<file path="src/verilog/t1_sync_map.svh">
/*
 * register indices, field positions, reset values and timing counts of the
 * receive frame synchroniser control block.
 * assumes a 25 mhz system clock; byte address = 4 * register index.
 */
`ifndef T1_SYNC_MAP_SVH
`define T1_SYNC_MAP_SVH

// ****************************************************************
// register indices
// ****************************************************************
`define IDX_PULSE_FLAGS 8'h4b
`define IDX_PULSE_EN 8'h4c
`define IDX_MODE_A 8'h4d
`define IDX_MODE_B 8'h4e
`define IDX_SYNC_STATE 8'h4f
`define IDX_IRQ_EN_A 8'h50
`define IDX_IRQ_EN_B 8'h51
`define IDX_FLAGS_A 8'h52
`define IDX_FLAGS_B 8'h53
`define IDX_FORMAT 8'h55

// ****************************************************************
// field positions
// ****************************************************************
`define B_TX_PULSE 0
`define B_RX_PULSE 1
`define B_FORCE_REFRAME 0
`define B_AUTO_REFRAME 1
`define B_CRC_REFRAME 2
`define B_UNFRAMED 3
`define B_LOSS_LO 0
`define B_LOSS_HI 1
`define B_MIMIC_CRIT 2
`define B_DDS_CRIT 3
`define B_OOS 0
`define B_SYNC_CHANGE 0
`define B_MIMIC_SEEN 4
`define B_CRC_EXCESS 5
`define B_FMT_LO 0
`define B_FMT_HI 1
`define B_SLC_FS 2

// ****************************************************************
// reset values and format codes
// ****************************************************************
`define RST_MODE_A 8'h06
`define RST_ZERO 8'h00
`define FMT_SF 2'h0
`define FMT_ESF 2'h1
`define FMT_T1DM 2'h2
`define FMT_SLC 2'h3

// ****************************************************************
// counts and timing
// ****************************************************************
`define CLOCK_PERIOD_NS 40
`define CRC_WINDOW_NS 1000000000
`define PULSE_GRID_NS 125000
`define CRC_EXCESS_LIMIT 9'h13f
`define SF_GOOD_NEEDED 3'h2
`define ESF_GOOD_NEEDED 3'h4
`define LOSS_ERRS 3'h2
`define WIN_4 3'h4
`define WIN_5 3'h5
`define WIN_6 3'h6

`endif

</file>
<file path="src/verilog/t1_sync_pkg.sv">
/*
 * types of the receive frame synchroniser control block.
 * assumes t1_sync_map.svh for the numeric codes.
 */
`default_nettype none
`include "t1_sync_map.svh"

package t1_sync_pkg;

	// sync state machine, one-hot
	typedef enum logic [1:0] {
		ST_SEARCH = 2'b01,
		ST_INSYNC = 2'b10
	} sync_state_t;

	// events from the framing bit comparator, one cycle each
	typedef struct packed {
		logic ft_valid; // framing bit / pattern unit evaluated
		logic ft_err; // that unit mismatched
		logic fs_valid; // slc-96 qualifying fs bit evaluated
		logic fs_err; // that fs bit mismatched
		logic pattern_done; // one full alignment pattern evaluated
		logic pattern_ok; // it was error free
		logic crc_ok; // correct crc-6 in the same frame
		logic crc_err; // crc-6 error event
		logic mimic; // mimic pattern present
		logic dds_first_ok; // dds correct before first f-bit
		logic dds_all_ok; // dds correct before all twelve f-bits
		logic mf_start; // first bit of a multiframe
		logic severe_err; // severe framing error event
		logic align_move; // new f-bit position differs
	} frame_ev_t;

	// every flip-flop of the block
	typedef struct packed {
		sync_state_t st;
		logic [7:0] mode_a;
		logic [7:0] mode_b;
		logic [7:0] fmt;
		logic [1:0] pulse_en;
		logic [1:0] pulse_flags;
		logic en_a;
		logic [4:0] en_b;
		logic [5:0] flags_a;
		logic [4:0] flags_b;
		logic force_prev;
		logic [2:0] good_cnt;
		logic [5:0] hist;
		logic [8:0] crc_cnt;
		logic [24:0] sec_cnt;
		logic [1:0][11:0] phase;
		logic [1:0] pulse_seen;
		logic frame_proc_en;
		logic oos;
		logic irq;
		logic waitrequest;
		logic [31:0] readdata;
		logic [1:0] response;
	} state_t;

endpackage

`default_nettype wire

</file>
<file path="src/verilog/t1_rx_sync_ctrl.sv">
/*
 * receive frame synchroniser control and status for one t1/j1 link:
 * bypass, reframe policy, sync acquisition, sliding-window loss,
 * excessive crc-6 counter, flag registers and the interrupt output.
 * assumes a 25 mhz clock, synchronous inputs, an avalon-mm master on the
 * register port and a framing comparator delivering frame_ev_t pulses.
 */
`timescale 1ns/1ps
`default_nettype none
`include "t1_sync_map.svh"

module t1_rx_sync_ctrl #(
	parameter int unsigned SECOND_CYCLES = `CRC_WINDOW_NS / `CLOCK_PERIOD_NS
) (
	// clock and reset
	input wire logic clock,
	input wire logic nrst,
	// avalon-mm register slave
	input wire logic [9:0] address,
	input wire logic read,
	input wire logic write,
	input wire logic [31:0] writedata,
	input wire logic [3:0] byteenable,
	output logic [31:0] readdata,
	output logic waitrequest,
	output logic [1:0] response,
	// framing comparator events
	input wire t1_sync_pkg::frame_ev_t ev,
	// system frame pulses
	input wire logic rx_frame_pulse,
	input wire logic tx_frame_pulse,
	// status and control outputs
	output logic frame_proc_en,
	output logic out_of_sync,
	output logic irq
);

	// ****************************************************************
	// constants
	// ****************************************************************
	localparam int unsigned PULSE_CYCLES = `PULSE_GRID_NS / `CLOCK_PERIOD_NS;
	localparam logic [11:0] PHASE_LAST = 12'(PULSE_CYCLES - 1);
	localparam logic [24:0] SEC_LAST = 25'(SECOND_CYCLES - 1);

	t1_sync_pkg::state_t s_q; // registered state
	t1_sync_pkg::state_t s_d; // next state

	// ****************************************************************
	// decoded configuration
	// ****************************************************************
	logic [1:0] fmt; // line format
	logic is_esf; // esf selected
	logic bypass; // unframed mode
	logic req; // bus request present
	logic take; // request completes this edge
	logic [7:0] idx; // register index
	logic wr_ok; // write reaches lane 0
	logic [7:0] wbyte; // written byte
	logic unit_v; // loss window unit present
	logic unit_e; // loss window unit erroneous
	logic [2:0] win; // selected window length
	logic [2:0] errs; // errors in window
	logic acquire; // sync criteria met
	logic lose; // loss threshold reached
	logic crc_reframe; // excessive crc forces search
	logic forced; // rising edge of forced reframe
	logic crc_excess_ev; // count just went past the limit
	logic [1:0] pulse_bad; // off-grid pulse events
	logic [7:0] rd; // read mux
	logic hit; // mapped index

	assign fmt = s_q.fmt[`B_FMT_HI:`B_FMT_LO];
	assign is_esf = (fmt == `FMT_ESF);
	assign bypass = s_q.mode_a[`B_UNFRAMED];
	assign req = read | write;
	assign take = req & ~s_q.waitrequest;
	assign idx = address[9:2];
	assign wr_ok = write & take & byteenable[0] & (address[1:0] == 2'h0);
	assign wbyte = writedata[7:0];

	// ****************************************************************
	// read decode
	// ****************************************************************
	always_comb begin
		rd = `RST_ZERO;
		hit = 1'b1;
		case (idx)
			`IDX_PULSE_FLAGS: rd = {6'h00, s_q.pulse_flags};
			`IDX_PULSE_EN: rd = {6'h00, s_q.pulse_en};
			`IDX_MODE_A: rd = {4'h0, s_q.mode_a[3:0]};
			`IDX_MODE_B: rd = {4'h0, s_q.mode_b[3:0]};
			`IDX_SYNC_STATE: rd = {7'h00, s_q.oos};
			`IDX_IRQ_EN_A: rd = {7'h00, s_q.en_a};
			`IDX_IRQ_EN_B: rd = {3'h0, s_q.en_b};
			`IDX_FLAGS_A: rd = {2'h0, s_q.flags_a};
			`IDX_FLAGS_B: rd = {3'h0, s_q.flags_b};
			`IDX_FORMAT: rd = {5'h00, s_q.fmt[2:0]};
			default: hit = 1'b0;
		endcase
		if (address[1:0] != 2'h0) begin
			hit = 1'b0;
		end
	end

	// ****************************************************************
	// loss window unit and threshold
	// ****************************************************************
	always_comb begin
		// slc-96 picks ft or qualifying fs bits
		if (fmt == `FMT_SLC && s_q.fmt[`B_SLC_FS]) begin
			unit_v = ev.fs_valid;
			unit_e = ev.fs_err;
		end else begin
			unit_v = ev.ft_valid;
			unit_e = ev.ft_err;
		end
		case (s_q.mode_b[`B_LOSS_HI:`B_LOSS_LO])
			2'h0: win = `WIN_4;
			2'h1: win = `WIN_5;
			default: win = `WIN_6;
		endcase
		errs = 3'h0;
		for (int i = 0; i < 6; i++) begin
			if (3'(i) < win && s_q.hist[i]) begin
				errs = errs + 3'h1;
			end
		end
	end

	// newest unit sits in hist[0]; the unit itself is counted this cycle
	assign lose = unit_v && ((errs - {2'h0, s_q.hist[win - 3'h1]} + {2'h0, unit_e})
		>= `LOSS_ERRS);

	// ****************************************************************
	// acquisition criteria
	// ****************************************************************
	always_comb begin
		acquire = 1'b0;
		if (ev.pattern_done && ev.pattern_ok) begin
			case (fmt)
				`FMT_SF: acquire = (s_q.good_cnt + 3'h1 >= `SF_GOOD_NEEDED)
					&& !(s_q.mode_b[`B_MIMIC_CRIT] && ev.mimic);
				`FMT_ESF: acquire = s_q.mode_b[`B_MIMIC_CRIT]
					? ((s_q.good_cnt + 3'h1 >= `ESF_GOOD_NEEDED) && !ev.mimic)
					: ev.crc_ok;
				`FMT_T1DM: acquire = !ev.mimic && (s_q.mode_b[`B_DDS_CRIT]
					? ev.dds_all_ok
					: ev.dds_first_ok);
				default: acquire = (s_q.good_cnt + 3'h1 >= `SF_GOOD_NEEDED);
			endcase
		end
	end

	// reframe causes
	assign forced = s_q.mode_a[`B_FORCE_REFRAME] & ~s_q.force_prev;
	assign crc_excess_ev = is_esf && ev.crc_err && !bypass
		&& (s_q.crc_cnt == `CRC_EXCESS_LIMIT);
	assign crc_reframe = crc_excess_ev && s_q.mode_a[`B_CRC_REFRAME]
		&& s_q.mode_a[`B_AUTO_REFRAME];

	// off-grid frame pulses: phase must wrap to zero exactly at a pulse
	assign pulse_bad[`B_RX_PULSE] = rx_frame_pulse && s_q.pulse_seen[`B_RX_PULSE]
		&& (s_q.phase[`B_RX_PULSE] != 12'h000);
	assign pulse_bad[`B_TX_PULSE] = tx_frame_pulse && s_q.pulse_seen[`B_TX_PULSE]
		&& (s_q.phase[`B_TX_PULSE] != 12'h000);

	// ****************************************************************
	// next state
	// ****************************************************************
	always_comb begin
		s_d = s_q;
		s_d.force_prev = s_q.mode_a[`B_FORCE_REFRAME];

		// bus handshake: one wait state, then one completion cycle
		s_d.waitrequest = !(req && s_q.waitrequest);
		if (req && s_q.waitrequest) begin
			s_d.readdata = read ? {24'h000000, rd} : 32'h00000000;
			s_d.response = hit ? 2'h0 : 2'h2;
		end

		// pulse phase trackers
		for (int k = 0; k < 2; k++) begin
			if ((k == `B_RX_PULSE) ? rx_frame_pulse : tx_frame_pulse) begin
				s_d.phase[k] = 12'h001;
				s_d.pulse_seen[k] = 1'b1;
			end else begin
				s_d.phase[k] = (s_q.phase[k] == PHASE_LAST) ? 12'h000
					: s_q.phase[k] + 12'h001;
			end
		end

		// one second crc window
		if (s_q.sec_cnt == SEC_LAST) begin
			s_d.sec_cnt = 25'h0000000;
			s_d.crc_cnt = 9'h000;
		end else begin
			s_d.sec_cnt = s_q.sec_cnt + 25'h0000001;
			if (is_esf && ev.crc_err && !bypass && s_q.crc_cnt != 9'h1ff) begin
				s_d.crc_cnt = s_q.crc_cnt + 9'h001;
			end
		end

		// sync state machine, frozen while bypassed except that a forced reframe still returns it to search
		if (!bypass) begin
			case (s_q.st)
				t1_sync_pkg::ST_SEARCH: begin
					if (ev.pattern_done) begin
						s_d.good_cnt = ev.pattern_ok ? s_q.good_cnt + 3'h1 : 3'h0;
					end
					if (acquire && !forced) begin
						s_d.st = t1_sync_pkg::ST_INSYNC;
						s_d.hist = 6'h00;
						s_d.good_cnt = 3'h0;
					end
				end
				t1_sync_pkg::ST_INSYNC: begin
					if (unit_v) begin
						s_d.hist = {s_q.hist[4:0], unit_e};
					end
					if (forced || crc_reframe
						|| (lose && s_q.mode_a[`B_AUTO_REFRAME])) begin
						s_d.st = t1_sync_pkg::ST_SEARCH;
						s_d.good_cnt = 3'h0;
					end
				end
				default: s_d.st = t1_sync_pkg::ST_SEARCH;
			endcase
		end else if (forced) begin
			s_d.st = t1_sync_pkg::ST_SEARCH;
		end
		s_d.oos = (s_d.st != t1_sync_pkg::ST_INSYNC);
		s_d.frame_proc_en = !s_d.mode_a[`B_UNFRAMED];

		// register writes and write-one-to-clear
		if (wr_ok) begin
			case (idx)
				`IDX_PULSE_FLAGS: s_d.pulse_flags = s_q.pulse_flags & ~wbyte[1:0];
				`IDX_PULSE_EN: s_d.pulse_en = wbyte[1:0];
				`IDX_MODE_A: s_d.mode_a = {4'h0, wbyte[3:0]};
				`IDX_MODE_B: s_d.mode_b = {4'h0, wbyte[3:0]};
				`IDX_IRQ_EN_A: s_d.en_a = wbyte[0];
				`IDX_IRQ_EN_B: s_d.en_b = wbyte[4:0];
				`IDX_FLAGS_A: s_d.flags_a = s_q.flags_a
					& ~{wbyte[`B_CRC_EXCESS], wbyte[`B_MIMIC_SEEN], 3'h0,
					wbyte[`B_SYNC_CHANGE]};
				`IDX_FLAGS_B: s_d.flags_b = s_q.flags_b & ~wbyte[4:0];
				`IDX_FORMAT: s_d.fmt = {5'h00, wbyte[2:0]};
				default: s_d.fmt = s_q.fmt;
			endcase
		end

		// hardware sets win over software clears
		s_d.pulse_flags = s_d.pulse_flags | pulse_bad;
		if (s_d.oos != s_q.oos) begin
			s_d.flags_a[`B_SYNC_CHANGE] = 1'b1;
		end
		if (crc_excess_ev) begin
			s_d.flags_a[`B_CRC_EXCESS] = 1'b1;
		end
		if (!bypass && ev.mimic && ev.pattern_done
			&& (fmt == `FMT_SF || fmt == `FMT_ESF)) begin
			s_d.flags_a[`B_MIMIC_SEEN] = 1'b1;
		end
		if (!bypass) begin
			s_d.flags_b = s_d.flags_b | {ev.mf_start && !s_q.oos, ev.severe_err,
				ev.crc_err && is_esf, unit_v && unit_e, ev.align_move};
		end

		// interrupt: or of every enabled flag
		s_d.irq = |(s_d.pulse_flags & s_d.pulse_en)
			| (s_d.flags_a[`B_SYNC_CHANGE] & s_d.en_a)
			| |(s_d.flags_b & s_d.en_b);
	end

	// ****************************************************************
	// state register
	// ****************************************************************
	always_ff @(posedge clock) begin
		if (!nrst) begin
			s_q <= '0;
			s_q.st <= t1_sync_pkg::ST_SEARCH;
			s_q.mode_a <= `RST_MODE_A;
			s_q.oos <= 1'b1;
			s_q.frame_proc_en <= 1'b1;
			s_q.waitrequest <= 1'b1;
		end else begin
			s_q <= s_d;
		end
	end

	// outputs straight from flip-flops
	assign readdata = s_q.readdata;
	assign waitrequest = s_q.waitrequest;
	assign response = s_q.response;
	assign frame_proc_en = s_q.frame_proc_en;
	assign out_of_sync = s_q.oos;
	assign irq = s_q.irq;
endmodule // t1_rx_sync_ctrl

`default_nettype wire

</file>
<file path="config.mk">
export PLATFORM = sky130hd
export DESIGN_NAME = t1_rx_sync_ctrl
export DESIGN_NICKNAME = d
export VERILOG_FILES = /design/src/verilog/t1_sync_pkg.sv /design/src/verilog/t1_rx_sync_ctrl.sv
export VERILOG_INCLUDE_DIRS = /design/src /design/src/verilog
export SDC_FILE = /design/constraint.sdc
export NUM_CORES = 1
export LEC_CHECK = 0
export BUFFER_PORTS_ARGS = -buffer_cell sky130_fd_sc_hd__buf_2
export CAP_MARGIN = 15
export CORE_ASPECT_RATIO = 1.1
export CORE_MARGIN = 1
export CORE_UTILIZATION = 55
export CTS_CLUSTER_SIZE = 30
export DETAILED_ROUTE_END_ITERATION = 7
export GPL_TIMING_DRIVEN = 0
export PLACE_DENSITY = 0.84
export RECOVER_POWER = 50
export SLEW_MARGIN = 20
export SYNTH_ARGS = -nofsm -noshare
export SYNTH_HDL_FRONTEND = slang
export SYNTH_SLANG_ARGS = --single-unit
</file>
<file path="constraint.sdc">
create_clock -name clock -period 6.3 [get_ports clock]
set_clock_uncertainty 0.1 [all_clocks]
set_input_delay 0.315 -clock clock [delete_from_list [all_inputs] [get_ports clock]]
set_output_delay 0.315 -clock clock [all_outputs]
set_load 0.1 [all_outputs]
</file>
==> reports/qor_table.md <==
| Parameter | This run |
|:---|:---|
| Outcome | finished, final reports clean |
| Final Hold Fails | 0 |
| Proportion of register bits with asynchronous set or reset after synthesis | 0 |
| Final ANT Viol Nets | 0 |
| Share of total power in sequential cells | 0.465 |
| Number of buffer and inverter stages on the critical path | 2 |
| Via total after detailed routing | 5,291 |
| Avg Vias per Cell | 5.53 |
| Drt initial violations | 241 |
| Synthesized flop and latch total | 112 |
| Delay-heaviest family, CP | adder cells |
| Worst r2r src | s_q[98] |
| Total gr overflow | 0 |
| Dpl cells | 939 |
| Simple-gate area share of the yosys netlist | 0.261 |
| Post-synthesis area per instance | 8.37 um^2 |
| Worst reg-to-reg path cell count | 21 |
| Proportion of total power due to net switching | 0.295 |
| Critical path endpoint category | register |
| Number of iterations in the first detailed-routing pass | 6 |
| Post-CTS Setup Inserts | 0 |
| Max FO, Critical Path | 8 |
| Number of enable flip-flop cells after synthesis | 0 |
| End of the worst register-to-register path | irq |
| Slowest Stage Delay on Critical Path | 530 ps |
| Clk slew on worst S/H paths | 70 ps |
| Worst path most repeated cell | sky130_fd_sc_hd__ha_1 |
| Hold path startpoint | tx_frame_pulse |
| Adder-cell area share of the yosys netlist | 0.0385 |
| Final Util | 0.648 |
| Total I/O pin count | 104 |
| Fraction of final layout cells with drive strength greater than 1 | 0.128 |
| Type of the worst setup path | reg2reg |
| Cell Area, Placed | 6560 um^2 |
| Total power divided by cell area | 231 nW/um^2 |
| Number of standard cells in the final layout excluding fillers | 956 |
| Startpoint class of the critical path | register |
| Standard-cell rows | 39 |
| Required time of the worst setup path | 6440 ps |
| Number of clock buffers inserted by TritonCTS | 9 |
| Ys Warns | 0 |
| Antenna violations before repair | 0 |
| Most used cells in the layout excluding fill and tap cells | 113 x sky130_fd_sc_hd__nor2_1, 112 x sky130_fd_sc_hd__dfxtp_1, 55 x sky130_fd_sc_hd__nand2_1, 37 x sky130_fd_sc_hd__clkbuf_1 |
| Flop2flop setup slack | 950 ps |
| Total wire length | 14.2 mm |
| Final-report max-slew violation count | 0 |
| Clock Latency Late Sink | 350 ps |
| Crit share post-route | 0.850 |
| Commonest non-fill, non-tap cell in the layout | sky130_fd_sc_hd__nor2_1 |
| WP data arrival | 5490 ps |
| Setup_tns | 0 ps |
| Leakage power of the design | 2.76 nW |
| Internal power summed over all cells | 1.11 mW |
| Root Driver | sky130_fd_sc_hd__clkbuf_16 |
| Final setup vio count | 0 |
| Post-Synthesis Cell Area | 6050 um^2 |
| Count of unique library cells instantiated by Yosys | 73 |
| Filler cell count | 923 |
| Number of sinks driven by the clock tree | 112 |
| Buffer depth of the longest clock path | 2 |
| Class of the tightest hold or removal check | in2reg |
| Timing-limited maximum frequency | 187 MHz |
| Number of global-route vias before repair | 5,062 |
| Final critical-path setup slack | 947 ps |
| Mapped Cells | 723 |
| Count of hold-fix buffers inserted at cts | 0 |
| Die W | 102 um |
| Slowest cell on the critical path | sky130_fd_sc_hd__o311ai_1 |
| Placed wire-length estimate after detailed placement | 10.7 mm |
| Share of total power in combinational logic | 0.157 |
| Layout area overhead | 12.9% |
| Setup repair after global routing missed its margin | false |
| Relative slew slack | 0.200 |
| Area of the core region | 10,500 um^2 |
| Global-route wire length before repair | 23.2 mm |
| Post-layout nets | 891 |
| Clock tree from TritonCTS | done |
| Transition time at the pin with the least slew margin | 1210 ps |
| CTS H-tree lvls | 3 |
| Vertical die dimension | 112 um |
| Starting density of the core | 0.574 |
| DR DRC count | 0 |
| Power spent charging and discharging nets | 0.464 mW |
| Pin count of the biggest net entering global routing | 21 |
| Average detailed-routed wire length per instance | 14.9 um |
| Clock period minus worst slack | 5350 ps |
| Main combinational cell family by area after synthesis | simple AND/OR/NAND/NOR gates |
| Summed area of non-filler cells in the final layout | 6830 um^2 |
| Part of the Yosys area used for sequential elements | 0.371 |
| Post-synthesis share of cell area spent on xor and xnor gates | 0.0879 |
| Setup Slack @ Placement | 995 ps |
| Number of maximum-capacitance violations | 0 |
| Compound-gate portion of the synthesized area | 0.116 |
| Worst-path cell chain | inv_1 > ha_1 > clkbuf_1 > xor2_1 > ha_1 > xor3_1 > nor2_1 > a21oi_1 > a21oi_1 > ha_1 > nand2b_1 > o2111ai_1 > nand2_1 > fa_1 > xor2_1 > xnor2_1 > xnor2_1 > mux2i_1 > o311ai_1 > nand4b_1 > a31o_1 |
| Sink of the worst hold path | s_q[38] |
| Mux share of post-synthesis cell area | 0.0517 |
| Number of gates resized after cts | 0 |
| Clock Power Share | 0.378 |
| Overall die area | 11,400 um^2 |
| Hold Path Depth | 3 |
| Peak supply drop | 182 uV |
| All-Layer GR Usage | 0.257 |
| Number of buffers added on ports | 47 |
| Post-synth top flop | sky130_fd_sc_hd__dfxtp_1 |
| Routability cong. | 0.993 |
## worst max-delay path by stage
stage	end	startpoint	slack (ps)	cells past startpoint
final	irq	s_q[98]	950	21
after global routing	irq	s_q[98]	550	21
after CTS	irq	s_q[98]	970	21
after detailed placement	irq	s_q[98]	1000	21
after global placement	irq	s_q[98]	1200	21
after floorplan	irq	s_q[98]	1600	21
## power groups by stage
stage	Sequential [mW]	Clock (mW)	Combinational, mW
5_1_grt	0.735	0.631	0.267
2_1_floorplan	0.751	0	0.192
3_3_place_gp	0.748	0	0.238
4_1_cts	0.732	0.603	0.246
6_report	0.733	0.595	0.246
3_5_place_dp	0.749	0	0.245
## layer usage
layer  global-route usage  vias to the layer above  wire length (um)  share of wire
met4               0.0876                        0               352          0.025
li1                     -                     2606                 -              -
met3               0.0496                       28               828          0.058
met1                0.309                     2479              5920           0.42
met5                    0                        -                 0              0
met2                0.453                      178              7110           0.50
## cell families after synthesis
group           count (synthesis)
xor+xnor                       59
mux                            30
compound gates                109
other cells                     1
flops                         112
buf+inv                        82
fa+ha+maj                      18
simple gates                  312
## per-stage QoR
step                      hold slack, ps  total power, mW
after floorplan                      326            0.943
after global placement               338            0.986
after detailed placement             350            0.994
after CTS                            132             1.58
after global routing                 142             1.63
final                                137             1.57
## synth_stat cells, types with 3 or more instances
master | count | area [um^2]
sky130_fd_sc_hd__a211oi_1 | 3 | 22.5
sky130_fd_sc_hd__a21boi_0 | 5 | 37.5
sky130_fd_sc_hd__a21oi_1 | 29 | 145
sky130_fd_sc_hd__a22oi_1 | 8 | 60.1
sky130_fd_sc_hd__and2_1 | 14 | 87.6
sky130_fd_sc_hd__and3_1 | 18 | 113
sky130_fd_sc_hd__buf_4 | 34 | 255
sky130_fd_sc_hd__clkbuf_1 | 23 | 86.3
sky130_fd_sc_hd__dfxtp_1 | 112 | 2240
sky130_fd_sc_hd__ha_1 | 17 | 213
sky130_fd_sc_hd__inv_1 | 21 | 78.8
sky130_fd_sc_hd__mux2_2 | 10 | 113
sky130_fd_sc_hd__mux2i_1 | 20 | 200
sky130_fd_sc_hd__nand2_1 | 55 | 206
sky130_fd_sc_hd__nand2b_1 | 10 | 62.6
sky130_fd_sc_hd__nand3_1 | 36 | 180
sky130_fd_sc_hd__nand3b_1 | 3 | 22.5
sky130_fd_sc_hd__nand4_1 | 11 | 68.8
sky130_fd_sc_hd__nand4b_1 | 4 | 35.0
sky130_fd_sc_hd__nand4bb_1 | 3 | 33.8
sky130_fd_sc_hd__nor2_1 | 113 | 424
sky130_fd_sc_hd__nor2b_1 | 9 | 56.3
sky130_fd_sc_hd__nor3_1 | 4 | 20.0
sky130_fd_sc_hd__nor4_1 | 4 | 25.0
sky130_fd_sc_hd__o211ai_1 | 3 | 22.5
sky130_fd_sc_hd__o21a_1 | 5 | 37.5
sky130_fd_sc_hd__o21ai_0 | 24 | 120
sky130_fd_sc_hd__o22ai_1 | 3 | 18.8
sky130_fd_sc_hd__o31ai_1 | 3 | 22.5
sky130_fd_sc_hd__or2_2 | 4 | 25.0
sky130_fd_sc_hd__or3_1 | 6 | 37.5
sky130_fd_sc_hd__xnor2_1 | 22 | 193
sky130_fd_sc_hd__xor2_1 | 36 | 315
## worst min-delay path: stages
cell	delay [ps]
sky130_fd_sc_hd__buf_2	120
sky130_fd_sc_hd__nor2_1	50
sky130_fd_sc_hd__nor2_1	70
## sequential cells by signal, indices dropped and copies added (netlist names)
| signal | flops |
|---|---|
| s_q | 97 |
| readdata | 6 |
| fmt | 2 |
| bypass | 1 |
| frame_proc_en | 1 |
| irq | 1 |
| out_of_sync | 1 |
| response | 1 |
| s_d | 1 |
| waitrequest | 1 |
## cell type report
cell class                      instances  area, um^2  area share
Buffer                                 60         354      0.0519
Clock inverter                          7        83.8      0.0123
Antenna cell                            1        2.50    0.000367
Sequential cell                       112        2240       0.328
Timing Repair Buffer                   47         220      0.0323
Clock buffer                            9         225      0.0330
Multi-Input combinational cell        555        3440       0.504
Inverter                               22        82.6      0.0121
Tap cell                              143         179      0.0262
No activity file was read; power rests on OpenSTA's default activity.
